===== config.mk =====
export PLATFORM = sky130hd
export DESIGN_NAME = vbd_decommutator
export DESIGN_NICKNAME = d
export VERILOG_FILES = /design/src/common/vbd_pkg.sv /design/src/design/vbd_decommutator.sv /design/src/design/vbd_pattern_gen.sv
export SDC_FILE = /design/constraint.sdc
export NUM_CORES = 1
export LEC_CHECK = 0
export ABC_AREA = 1
export BUFFER_PORTS_ARGS = -buffer_cell sky130_fd_sc_hd__buf_4
export CAP_MARGIN = 5
export CORE_MARGIN = 1.5
export CORE_UTILIZATION = 54
export CTS_BUF_LIST = sky130_fd_sc_hd__clkbuf_16
export DETAILED_ROUTE_END_ITERATION = 12
export PLACE_DENSITY = 0.75
export SLEW_MARGIN = 5
export SYNTH_ARGS = -nofsm -noshare
export SYNTH_HDL_FRONTEND = slang
export SYNTH_SLANG_ARGS = --single-unit

===== constraint.sdc =====
create_clock -name core_clk -period 1.7 [get_ports core_clk]
set_input_delay 0.17 -clock core_clk [delete_from_list [all_inputs] [get_ports core_clk]]
set_output_delay 0.17 -clock core_clk [all_outputs]
set_load 0.03 [all_outputs]

===== src/common/vbd_pkg.sv =====
// constants shared by the video byte decommutator and its test pattern source
// assumes one 50 MHz core clock and a synchronous active-high reset
package vbd_pkg;
	localparam int BYTE_W = 6;
	localparam int DELAY_BYTES = 4;
	localparam int CODE_W = BYTE_W * DELAY_BYTES;
	localparam int CLK_HZ = 50_000_000;
	localparam int BIT_RATE_BPS = 59_500;
	// longest period that still meets the bit rate, so rounded down
	localparam int BYTE_PERIOD_CYC = CLK_HZ * BYTE_W / BIT_RATE_BPS;
	// sync codes, first received byte in the top bits
	localparam logic [CODE_W-1:0] FRAME_CODE = 24'hFC0FC0;
	localparam logic [CODE_W-1:0] LINE_CODE = 24'hFFF000;
	localparam logic [CODE_W-1:0] IDENT_CODE = 24'h03F03F;
	// scan lines per frame for each camera source
	localparam int LINES_PROBE = 280;
	localparam int LINES_LANDER = 200;
	localparam int SAMPLES_PER_LINE = 280;
	localparam int LINE_W = 9;
	// retrace gate lengths in core clocks
	localparam int HRET_CYC = 16;
	localparam int VRET_CYC = 64;
	localparam int RET_W = 8;
	localparam int IDENT_LEN = 32;
	localparam int IDENT_POS_W = 5;
	// identification bytes are shifted into the display character range
	localparam logic [BYTE_W:0] IDENT_CHAR_BASE = 7'h20;
	localparam logic [1:0] PAT_BARS = 2'h0;
	localparam logic [1:0] PAT_RESOLUTION = 2'h1;
	localparam logic [1:0] PAT_GREY = 2'h2;
	typedef enum logic [1:0] {VBD_ROUTE_NONE, VBD_ROUTE_VIDEO, VBD_ROUTE_IDENT} vbd_route_t;
	typedef enum logic [1:0] {VBD_PG_FRAME, VBD_PG_LINE, VBD_PG_SAMPLES} vbd_pg_state_t;
endpackage


===== src/design/vbd_decommutator.sv =====
// video byte decommutator with control unit and sync driver
// assumes host pins are asynchronous and a 50 MHz core clock
// Contract
// - six-bit bytes at 59.5 kbps, one unit each
// - four-byte delay before acting on bytes
// - recognise frame, line and identification codes
// - steer identification, video and sync to consumers
// - sync driver makes sweep gates and blanking
// - cathode bias off in retrace or power fail
// - convert video only on control unit command
// - format identification bytes for the display
// - advance film after a complete frame
// - manual or computer control selects command source
// - test source makes bars, resolution, grey patterns
// - separate settings per camera source type
// - control unit holds timing, recognition, status
// - ready to host while able to accept
`timescale 1ns/1ns
`default_nettype none
module vbd_decommutator #(
	parameter int BYTE_PERIOD = vbd_pkg::BYTE_PERIOD_CYC
) (
	// clock and reset
	input wire logic core_clk,
	input wire logic srst,
	// host side
	input wire logic [vbd_pkg::BYTE_W-1:0] host_data,
	input wire logic host_stb,
	input wire logic host_start,
	input wire logic host_cam_sel,
	output logic host_ready,
	// operator panel and protection
	input wire logic panel_auto,
	input wire logic panel_start,
	input wire logic panel_cam_sel,
	input wire logic test_en,
	input wire logic [1:0] test_pattern,
	input wire logic power_fail,
	// identification display
	output logic [vbd_pkg::BYTE_W:0] ident_char,
	output logic [vbd_pkg::IDENT_POS_W-1:0] ident_pos,
	output logic ident_stb,
	// video conversion
	output logic [vbd_pkg::BYTE_W-1:0] dac_code,
	output logic dac_convert,
	// scan chain
	output logic vert_gate,
	output logic horiz_gate,
	output logic cathode_bias_en,
	output logic film_advance,
	// status
	output logic display_run,
	output logic auto_mode
);
	import vbd_pkg::*;

	localparam int SYNC_W = BYTE_W + 10;
	localparam int DIV_W = $clog2(BYTE_PERIOD + 1);

	logic [SYNC_W-1:0] sync1_reg;
	logic [SYNC_W-1:0] sync2_reg;
	logic stb_prev_reg;
	logic [BYTE_W-1:0] s_data;
	logic s_stb, s_start, s_cam, s_auto, s_pstart, s_pcam, s_test, s_pf;
	logic [1:0] s_pat;
	logic [DIV_W-1:0] div_reg;
	logic byte_en;
	logic cam_reg;
	logic [BYTE_W-1:0] pat_data;
	logic pat_valid;
	logic in_valid;
	logic [BYTE_W-1:0] in_data;
	logic [BYTE_W-1:0] dly_reg [DELAY_BYTES];
	logic [DELAY_BYTES-1:0] vld_reg;
	logic [CODE_W-1:0] window;
	logic frame_hit, line_hit, ident_hit, any_hit;
	logic out_valid;
	vbd_route_t route_reg;
	logic [RET_W-1:0] hret_reg;
	logic [RET_W-1:0] vret_reg;
	logic [LINE_W-1:0] line_reg;
	logic [LINE_W-1:0] frame_lines;

	// pin inputs pass two flops; only sync2 is read by logic
	always_ff @(posedge core_clk) begin
		sync1_reg <= {host_data, host_stb, host_start, host_cam_sel, panel_auto,
			panel_start, panel_cam_sel, test_en, test_pattern, power_fail};
		sync2_reg <= sync1_reg;
		stb_prev_reg <= s_stb;
	end
	assign {s_data, s_stb, s_start, s_cam, s_auto, s_pstart, s_pcam, s_test, s_pat, s_pf} =
		sync2_reg;

	// control unit: command source follows the mode switch
	always_ff @(posedge core_clk) begin
		if (srst) begin
			auto_mode <= 1'b0;
			display_run <= 1'b0;
			cam_reg <= 1'b0;
			host_ready <= 1'b0;
		end else begin
			auto_mode <= s_auto;
			display_run <= s_auto ? s_start : s_pstart;
			// camera settings only change between display runs
			if (!display_run) begin
				cam_reg <= s_auto ? s_cam : s_pcam;
			end
			host_ready <= display_run && !s_test && s_auto;
		end
	end

	// byte-rate enable for the test source
	always_ff @(posedge core_clk) begin
		if (srst || div_reg == DIV_W'(BYTE_PERIOD - 1)) begin
			div_reg <= '0;
		end else begin
			div_reg <= div_reg + DIV_W'(1);
		end
	end
	assign byte_en = (div_reg == DIV_W'(BYTE_PERIOD - 1));

	vbd_pattern_gen u_pattern (
		.core_clk(core_clk),
		.srst(srst),
		.gen_run(display_run && s_test),
		.byte_en(byte_en),
		.cam_sel(cam_reg),
		.pattern_sel(s_pat),
		.pat_data(pat_data),
		.pat_valid(pat_valid)
	);

	// a host byte is taken on the strobe's rising edge while ready; nothing is taken once
	// the run stops, so a byte in flight cannot command a late conversion
	assign in_valid = display_run &&
		(s_test ? pat_valid : (s_stb && !stb_prev_reg && host_ready));
	assign in_data = s_test ? pat_data : s_data;

	// codes are matched across the incoming byte and three held bytes
	assign window = {dly_reg[2], dly_reg[1], dly_reg[0], in_data};
	assign frame_hit = in_valid && (window == FRAME_CODE) && (&vld_reg[2:0]);
	assign line_hit = in_valid && (window == LINE_CODE) && (&vld_reg[2:0]);
	assign ident_hit = in_valid && (window == IDENT_CODE) && (&vld_reg[2:0]);
	assign any_hit = frame_hit || line_hit || ident_hit;
	assign out_valid = in_valid && vld_reg[DELAY_BYTES-1];

	// the matched code bytes are dropped so they never reach a consumer
	always_ff @(posedge core_clk) begin
		if (srst || !display_run) begin
			vld_reg <= '0;
		end else if (in_valid) begin
			vld_reg <= any_hit ? '0 : {vld_reg[DELAY_BYTES-2:0], 1'b1};
		end
	end

	genvar gi;
	generate
		for (gi = 0; gi < DELAY_BYTES; gi++) begin : g_dly
			always_ff @(posedge core_clk) begin
				if (srst) begin
					dly_reg[gi] <= '0;
				end else if (in_valid) begin
					dly_reg[gi] <= (gi == 0) ? in_data : dly_reg[(gi == 0) ? 0 : gi - 1];
				end
			end
		end
	endgenerate

	always_ff @(posedge core_clk) begin
		if (srst || !display_run) begin
			route_reg <= VBD_ROUTE_NONE;
		end else if (frame_hit || line_hit) begin
			route_reg <= VBD_ROUTE_VIDEO;
		end else if (ident_hit) begin
			route_reg <= VBD_ROUTE_IDENT;
		end
	end

	// video path: a conversion is commanded only for routed video bytes
	always_ff @(posedge core_clk) begin
		if (srst) begin
			dac_code <= '0;
			dac_convert <= 1'b0;
		end else begin
			dac_convert <= out_valid && route_reg == VBD_ROUTE_VIDEO;
			if (out_valid && route_reg == VBD_ROUTE_VIDEO) begin
				dac_code <= dly_reg[DELAY_BYTES-1];
			end
		end
	end

	// identification formatter; characters from position 31 on are dropped
	always_ff @(posedge core_clk) begin
		if (srst) begin
			ident_char <= '0;
			ident_pos <= '0;
			ident_stb <= 1'b0;
		end else begin
			ident_stb <= 1'b0;
			if (ident_hit) begin
				ident_pos <= '0;
			end else if (out_valid && route_reg == VBD_ROUTE_IDENT && !(&ident_pos)) begin
				ident_char <= {1'b0, dly_reg[DELAY_BYTES-1]} + IDENT_CHAR_BASE;
				ident_stb <= 1'b1;
			end
			if (ident_stb) begin
				ident_pos <= ident_pos + IDENT_POS_W'(1);
			end
		end
	end

	// sync driver: retrace gates, line count and film advance
	assign frame_lines = cam_reg ? LINE_W'(LINES_LANDER) : LINE_W'(LINES_PROBE);
	always_ff @(posedge core_clk) begin
		if (srst) begin
			hret_reg <= '0;
			vret_reg <= '0;
			line_reg <= '0;
			film_advance <= 1'b0;
		end else begin
			film_advance <= 1'b0;
			hret_reg <= (hret_reg != '0) ? hret_reg - RET_W'(1) : hret_reg;
			vret_reg <= (vret_reg != '0) ? vret_reg - RET_W'(1) : vret_reg;
			if (frame_hit) begin
				vret_reg <= RET_W'(VRET_CYC);
				line_reg <= '0;
			end else if (line_hit) begin
				hret_reg <= RET_W'(HRET_CYC);
				if (line_reg == frame_lines - LINE_W'(1)) begin
					film_advance <= 1'b1;
					line_reg <= '0;
				end else begin
					line_reg <= line_reg + LINE_W'(1);
				end
			end
		end
	end

	always_ff @(posedge core_clk) begin
		if (srst) begin
			vert_gate <= 1'b0;
			horiz_gate <= 1'b0;
			cathode_bias_en <= 1'b0;
		end else begin
			vert_gate <= frame_hit || vret_reg > RET_W'(1);
			horiz_gate <= line_hit || hret_reg > RET_W'(1);
			cathode_bias_en <= display_run && !frame_hit && !line_hit &&
				vret_reg <= RET_W'(1) && hret_reg <= RET_W'(1) && !s_pf;
		end
	end
endmodule
`default_nettype wire


===== src/design/vbd_pattern_gen.sv =====
// test pattern source standing in for the host byte stream
// assumes byte_en is a one-cycle pulse at the byte rate from the same clock
`timescale 1ns/1ns
`default_nettype none
module vbd_pattern_gen #(
	parameter int SAMPLES = vbd_pkg::SAMPLES_PER_LINE
) (
	// clock and reset
	input wire logic core_clk,
	input wire logic srst,
	// control
	input wire logic gen_run,
	input wire logic byte_en,
	input wire logic cam_sel,
	input wire logic [1:0] pattern_sel,
	// generated stream
	output logic [vbd_pkg::BYTE_W-1:0] pat_data,
	output logic pat_valid
);
	import vbd_pkg::*;

	vbd_pg_state_t state_reg;
	logic [1:0] code_idx_reg;
	logic [LINE_W-1:0] line_reg;
	logic [LINE_W-1:0] col_reg;
	logic [LINE_W-1:0] last_line;
	logic [CODE_W-1:0] code_word;
	logic [BYTE_W-1:0] sample;

	assign last_line = cam_sel ? LINE_W'(LINES_LANDER - 1) : LINE_W'(LINES_PROBE - 1);
	assign code_word = (state_reg == VBD_PG_FRAME) ? FRAME_CODE : LINE_CODE;

	always_comb begin
		unique case (pattern_sel)
			PAT_BARS: sample = {col_reg[7:5], 3'h0};
			// never all zeros or all ones, so alternating samples cannot form a sync code
			PAT_RESOLUTION: sample = {1'b0, {(BYTE_W - 2){col_reg[0] ^ line_reg[0]}}, 1'b1};
			PAT_GREY: sample = col_reg[BYTE_W-1:0];
			default: sample = 6'h20;
		endcase
	end

	always_ff @(posedge core_clk) begin
		if (srst || !gen_run) begin
			state_reg <= VBD_PG_FRAME;
			code_idx_reg <= 2'h0;
			line_reg <= '0;
			col_reg <= '0;
		end else if (byte_en) begin
			unique case (state_reg)
				VBD_PG_FRAME, VBD_PG_LINE: begin
					code_idx_reg <= code_idx_reg + 2'h1;
					if (code_idx_reg == 2'h3) begin
						state_reg <= VBD_PG_SAMPLES;
						col_reg <= '0;
					end
				end
				VBD_PG_SAMPLES: begin
					col_reg <= col_reg + LINE_W'(1);
					if (col_reg == LINE_W'(SAMPLES - 1)) begin
						if (line_reg == last_line) begin
							line_reg <= '0;
							state_reg <= VBD_PG_FRAME;
						end else begin
							line_reg <= line_reg + LINE_W'(1);
							state_reg <= VBD_PG_LINE;
						end
					end
				end
			endcase
		end
	end

	always_ff @(posedge core_clk) begin
		if (srst) begin
			pat_data <= '0;
			pat_valid <= 1'b0;
		end else begin
			pat_valid <= gen_run && byte_en;
			if (state_reg == VBD_PG_SAMPLES) begin
				pat_data <= sample;
			end else begin
				pat_data <= code_word[(3 - code_idx_reg) * BYTE_W +: BYTE_W];
			end
		end
	end
endmodule
`default_nettype wire


==> metrics.md, run 1 <==
| Metric | Value |
|---|---|
| Final Skew | `0.00631 ns` |
| Final core occ | `0.688` |
| Relative slew slack | `0.643` |
| Unrepaired setup endpoints after global routing | `yes` |
| Hold_ws | `0.326 ns` |
| Seq cells post-synth | `158` |
| Layout cell share with drive strength beyond 1 | `0.196` |
| Period utilization | `0.969` |
| Worst slack at placement | `0.0364 ns` |
| Fin Setup TNS | `0 ns` |
| Status | `finished clean` |
| Netlist cell types | `44` |
| FF-to-FF setup slack | `0.05 ns` |
| Worst stage delay on the critical path | `0.31 ns` |
| Setup Viol. Count Final | `0` |
| Crit Path Category | `flip-flop to flip-flop` |
| Post-DRT Antenna Nets | `0` |
| CP arrival | `1.96 ns` |
| Sequential area share after synthesis | `0.495` |
| Max reg flops | `24` |
| Post-DP HPWL | `9.48 mm` |
| First-pass GRT wire length | `23.1 mm` |
| Total global-route track usage | `0.222` |
| Hold Path Class | `flip-flop to flip-flop` |
| Worst VDD drop | `0.000851 V` |
| Synth Warn # | `0` |
| CP Cell Sequence | `ha_1 > nand2_1 > nor2_1 > ha_1 > nor3_2 > and3_4 > nand2_8 > o21ai_0 > nor2_1` |
| Clock Tree Root | `clkbuf_16` |
| Number of remaining DRC errors | `0` |
| Nets | `999` |
| Syn Area/Cell | `7.93 sq um` |
| Worst hold stages | `0` |
| Ports | `45` |
| Buf/Inv on CP | `0` |
| Netlist Area Pre-Place | `6870 sq um` |
| ANT cells | `0` |
| Number of detailed-route iterations in the first pass | `5` |
| Number of global-route vias before repair | `5328` |
| Worst hold endpoint | `sync2_reg[2]` |
| GRT overflow | `0` |
| Cell count after synthesis | `867` |
| Initial antenna violation count | `0` |
| CP Launch Type | `flip-flop` |
| GPL Wtd Cong | `0.870` |
| Largest net degree at the start of global routing | `25` |
| Worst Tran Pin Value | `0.534 ns` |
| Die X | `116 um` |
| Core Footprint | `12500 sq um` |
| Die Span Y | `116 um` |
| Syn_nets | `898` |
| Fillers | `1007` |
| Initial Util | `0.549` |
| Top Family by Delay on Critical Path | `simple AND/OR/NAND/NOR gates` |
| Via density | `4.93` |
| Number of max-cap violations | `0` |
| Final setup margin | `0.0531 ns` |
| Dpl cells | `1098` |
| Post-Layout Cell Count | `1152` |
| Hold Violations, Final | `0` |
| Clock sinks | `158` |
| Power Dens Cells | `1140 nW/um^2` |
| Drt initial violations | `333` |
| Fin. max-slew vios | `0` |
| Clock tree from TritonCTS | `done` |
| CTS buffer count | `17` |
| Number of port buffers | `44` |
| P&R area growth vs syn | `25.4%` |
| Reg2reg path depth | `9` |
| FF-to-FF End | `ident_char[0]` |
| Clock slew at reported path FFs | `0.06 ns` |
| Required time of the worst setup path | `2.01 ns` |
| Maximum clock insertion buffer count | `2` |
| Dpl cell area | `7590 sq um` |
| Critical path's slowest cell | `dfxtp_1` |
| Pleak | `3.72 nW` |
| Critical path fanouts, max | `8` |
| CP Capture Type | `flip-flop` |
| Max Fclk | `0.607 GHz` |
| Post-Route WL | `14.0 mm` |
| CP Launch Point | `ident_pos[0]` |
| DR WL/cell | `12.1 um` |
| DR vias | `5680` |
| H-tree depth | `4` |
| Die area | `13400 sq um` |
| FP Rows | `41` |
| Minimum clock period | `1.65 ns` |
| Design Area, Final | `8610 sq um` |
| Hold path startpoint | `sync1_reg[2]` |
| Critical register-to-register path startpoint | `ident_pos[0]` |
| Worst-Skew Late Latency | `0.43 ns` |
| Levels on crit path | `9` |
| Design Power | `9.80 mW` |
## worst max path at each step
| stage | slack [ns] | to |
|---|---|---|
| finish | 0.05 | ident_char[0] |
| global route | -0.03 | ident_char[0] |
| CTS | 0.02 | ident_char[0] |
| detailed placement | 0.04 | ident_char[4] |
| global placement | 0.07 | line_reg[2] |
| floorplan | 0.01 | ident_char[0] |
## per-layer routing
metal	wire (um)	GRT usage	vias to the layer above
met4	248	0.0927	0
li1	-	-	2975
met3	523	0.0554	24
met2	7130	0.394	102
met5	0	0	-
met1	6080	0.254	2579
## worst register-to-register path, delay by kind of cell (launching register included)
family | cells | cell delay, ns
simple gates | 6 | 0.62
fa+ha+maj | 2 | 0.39
flops | 1 | 0.31
compound gates | 1 | 0.20
## placed cells by master (no fill, tap or decap), drive strengths merged
cell type,n
nor4,1
and3,1
o21ai,33
o211a,1
o31ai,3
a32oi,1
clkinv,3
bufinv,6
clkinvlp,1
nor2,144
nand3,50
dlygate4sd3,17
xnor2,7
a211oi,2
nand2,182
dfxtp,134
a31oi,1
edfxtp,24
ha,13
buf,81
nand4,21
o21bai,2
or2,9
xor2,13
nor3b,3
a21oi,61
nand3b,3
inv,123
o211ai,1
clkbuf,18
nor3,21
## final cells by class
type	count	area, sq um	share of cell area
clock buffer	18	450	0.0523
sequential	158	3410	0.396
tap	172	215	0.0250
multi-input combinational	573	3050	0.354
clock inverter	13	221	0.0257
timing repair buffer	98	807	0.0937
inverter	120	458	0.0532
## cell usage after synthesis, drive strengths merged
| cell | count | area [sq um] |
|---|---|---|
| o21bai | 2 | 15.0 |
| and3 | 1 | 6.26 |
| clkbuf | 8 | 30.0 |
| buf | 8 | 53.8 |
| nor3 | 21 | 133 |
| a21oi | 61 | 309 |
| nor4 | 1 | 6.26 |
| a31oi | 1 | 6.26 |
| nand3 | 50 | 278 |
| nor3b | 3 | 22.5 |
| a211oi | 2 | 15.0 |
| ha | 13 | 163 |
| xor2 | 13 | 114 |
| or2 | 9 | 56.3 |
| nor2 | 144 | 624 |
| dfxtp | 134 | 2680 |
| xnor2 | 7 | 61.3 |
| nand2 | 182 | 753 |
| nand4 | 21 | 131 |
| o21ai | 33 | 169 |
| o211a | 1 | 10.0 |
| nand3b | 3 | 22.5 |
| inv | 120 | 450 |
| edfxtp | 24 | 721 |
| o31ai | 3 | 22.5 |
| o211ai | 1 | 7.51 |
| a32oi | 1 | 8.76 |
## repair_timing
action	4_1_cts	5_1_grt
pin swaps	0	16
endpoints found under the setup margin	1	35
buffers inserted	0	6
hold buffers	17	0
endpoints found under the hold margin	22	0
resized for setup	3	39
cloned	0	0
## kinds of logic (layout without fill, tap and decap cells)
group / count (synthesis) / after routing / share of synthesized area
buffers and inverters: 136 / 249 / 0.0778
AND/OR/NAND/NOR: 435 / 435 / 0.296
AO/OA/AOI/OAI: 105 / 105 / 0.0819
adder cells (fa/ha/maj): 13 / 13 / 0.0237
flip-flops: 158 / 158 / 0.495
XOR/XNOR: 20 / 20 / 0.0255
## power by group
part / internal (mW) / switching, mW
Clock: 2.81 / 1.44
Sequential: 4.05 / 0.177
Combinational: 0.543 / 0.778
Total: 7.40 / 2.40
(Power assumes the default switching activity.)
==> run 2: changes to the inputs <==
- clock period: 1.7 -> 1.48 ns (I/O delays scaled with it)
==> metrics.md, run 2 (same netlist as run 1, synthesis figures left out) <==
| Metric | Value |
|---|---|
| Post-DP HPWL | `10.4 mm (+10%)` |
| Layout cell share with drive strength beyond 1 | `0.374 (+0.178)` |
| Clock slew at reported path FFs | `0.06 ns (about the same)` |
| FF-to-FF setup slack | `-0.24 ns (-0.30 ns)` |
| Number of global-route vias before repair | `5852 (+9.8%)` |
| DR WL/cell | `15.2 um (+25%)` |
| Failing checks | `negative setup slack` |
| Number of max-cap violations | `0 (unchanged)` |
| Number of remaining DRC errors | `0 (unchanged)` |
| Ports | `45 (unchanged)` |
| Power Dens Cells | `1110 nW/um^2 (-2.8%)` |
| Via density | `5.30 (+7.5%)` |
| Number of detailed-route iterations in the first pass | `6 (+1)` |
| Max Fclk | `0.580 GHz (-4.5%)` |
| Maximum clock insertion buffer count | `2 (unchanged)` |
| Number of port buffers | `44 (unchanged)` |
| Pleak | `4.20 nW (+13%)` |
| P&R area growth vs syn | `42.9%` |
| Minimum clock period | `1.72 ns (+0.0776 ns)` |
| Required time of the worst setup path | `1.80 ns (-0.21 ns)` |
| Crit Path Category | `flip-flop to flip-flop` |
| Post-Layout Cell Count | `1233 (+7.0%)` |
| CP Capture Type | `flip-flop` |
| FP Rows | `41 (unchanged)` |
| Max reg flops | `24 (unchanged)` |
| Fin Setup TNS | `-8.84 ns (-8.84 ns)` |
| GPL Wtd Cong | `0.880 (+1.2%)` |
| Commonest non-fill, non-tap cells in the layout | `buf_4, nand2_1, dfxtp_1, inv_1, nor2_1` |
| Post-Route WL | `18.8 mm (+34%)` |
| ANT cells | `0 (unchanged)` |
| First-pass GRT wire length | `25.9 mm (+12%)` |
| GRT overflow | `0 (unchanged)` |
| Die X | `116 um (unchanged)` |
| DR vias | `6537 (+15%)` |
| Relative slew slack | `0.742 (+0.0988)` |
| Hold Path Class | `primary input to flip-flop` |
| Worst Tran Pin Value | `0.384 ns (-0.151 ns)` |
| Hold_ws | `0.0249 ns (-0.301 ns)` |
| Initial Util | `0.549 (unchanged)` |
| Total global-route track usage | `0.249 (+0.0276)` |
| Leading cell type in the layout, fill and taps excluded | `buf_4` |
| Final Skew | `0.0109 ns (+0.00455 ns)` |
| Clock Tree Root | `clkbuf_16` |
| CTS buffer count | `17 (unchanged)` |
| Dpl cells | `1153 (+5.0%)` |
| Critical path fanouts, max | `8 (unchanged)` |
| Die Span Y | `116 um (unchanged)` |
| CP arrival | `2.04 ns (+0.08 ns)` |
| Drt initial violations | `557 (+67%)` |
| Core Footprint | `12500 sq um (unchanged)` |
| Hold Violations, Final | `0 (unchanged)` |
| Period utilization | `1.17 (+0.196)` |
| Worst-Skew Late Latency | `0.43 ns (about the same)` |
| Post-DRT Antenna Nets | `0 (unchanged)` |
| Final setup margin | `-0.245 ns (-0.298 ns)` |
| Fin. max-slew vios | `0 (unchanged)` |
| Worst slack at placement | `-0.0986 ns (-0.135 ns)` |
| CP Launch Type | `flip-flop` |
| Die area | `13400 sq um (unchanged)` |
| Initial antenna violation count | `0 (unchanged)` |
| Status | `complete, but fails checks` |
| Largest net degree at the start of global routing | `17 (-32%)` |
| Worst VDD drop | `0.00120 V (+41%)` |
| Clock tree from TritonCTS | `done` |
| H-tree depth | `4 (unchanged)` |
| Setup Viol. Count Final | `93 (+93)` |
| Clock sinks | `158 (unchanged)` |
| Nets | `1080 (+8.1%)` |
| Unrepaired setup endpoints after global routing | `yes` |
| Fillers | `808 (-20%)` |
run 2: changes by cell type in the layout (fill, tap and decap cells not counted), sizes merged:
cell / before / now
clkinv: 3 / 6
inv: 123 / 125
buf: 81 / 162
bufinv: 6 / 2
clkbuf: 18 / 17
run 2: critical path, stage by stage (launching register included):
cell and delay, ns:
dfxtp_4 0.37, buf_6 0.14, nand2_4 0.07, nand2_4 0.07
nor2_4 0.18, nand2_4 0.11, nor2_8 0.17, nand2_8 0.10
nor2_4 0.16, nand2_1 0.08, nand2_1 0.10, a21oi_2 0.05
run 2: final timing paths:
| path | start | to | depth (start not counted) |
|---|---|---|---|
| worst min-delay path | srst | route_reg[1] | 4 |
| worst max-delay path | sync2_reg[3] | line_reg[6] | 11 |
| worst min register to register | sync1_reg[5] | sync2_reg[5] | 0 |
| worst max register to register | sync2_reg[3] | line_reg[6] | 11 |
run 2: layout make-up:
type                       instances  area (sq um)  share of cell area
multi-input combinational        573          3670               0.373
sequential                       158          3430               0.349
timing repair buffer             179          1500               0.152
inverter                         120           473              0.0482
clock buffer                      17           425              0.0433
tap                              172           215              0.0219
clock inverter                    14           114              0.0116
run 2: stage by stage:
stage                util  area [sq um]  power [mW]
global placement    0.645          8080        6.44
detailed placement  0.645          8080        6.49
floorplan               -          6920        6.03
CTS                 0.736          9210        10.6
finish              0.785          9820        10.9
global route        0.785          9820        11.3
run 2: where the power goes:
group / switching [mW] / internal (mW) / total, mW / leakage, nW
clock: 1.68 / 2.41 / 4.09 / 0.278
sequential: 0.214 / 4.64 / 4.86 / 1.36
combinational: 1.09 / 0.823 / 1.92 / 2.57
total: 2.98 / 7.88 / 10.9 / 4.20
run 2: layer usage:
metal,track usage,wire [um],vias up
met5,0,0,-
met4,0.102,821,0
met3,0.0633,993,76
met2,0.457,9790,249
met1,0.274,7140,3070
li1,-,-,3142
run 2: repair_timing:
item                                   CTS  global route
pin swaps                               34            67
hold buffers                            17             0
buffers inserted                        17            16
endpoints found under the hold margin   23             0
resized for setup                       79           144
cloned                                   1             0
setup endpoints to repair               79           118
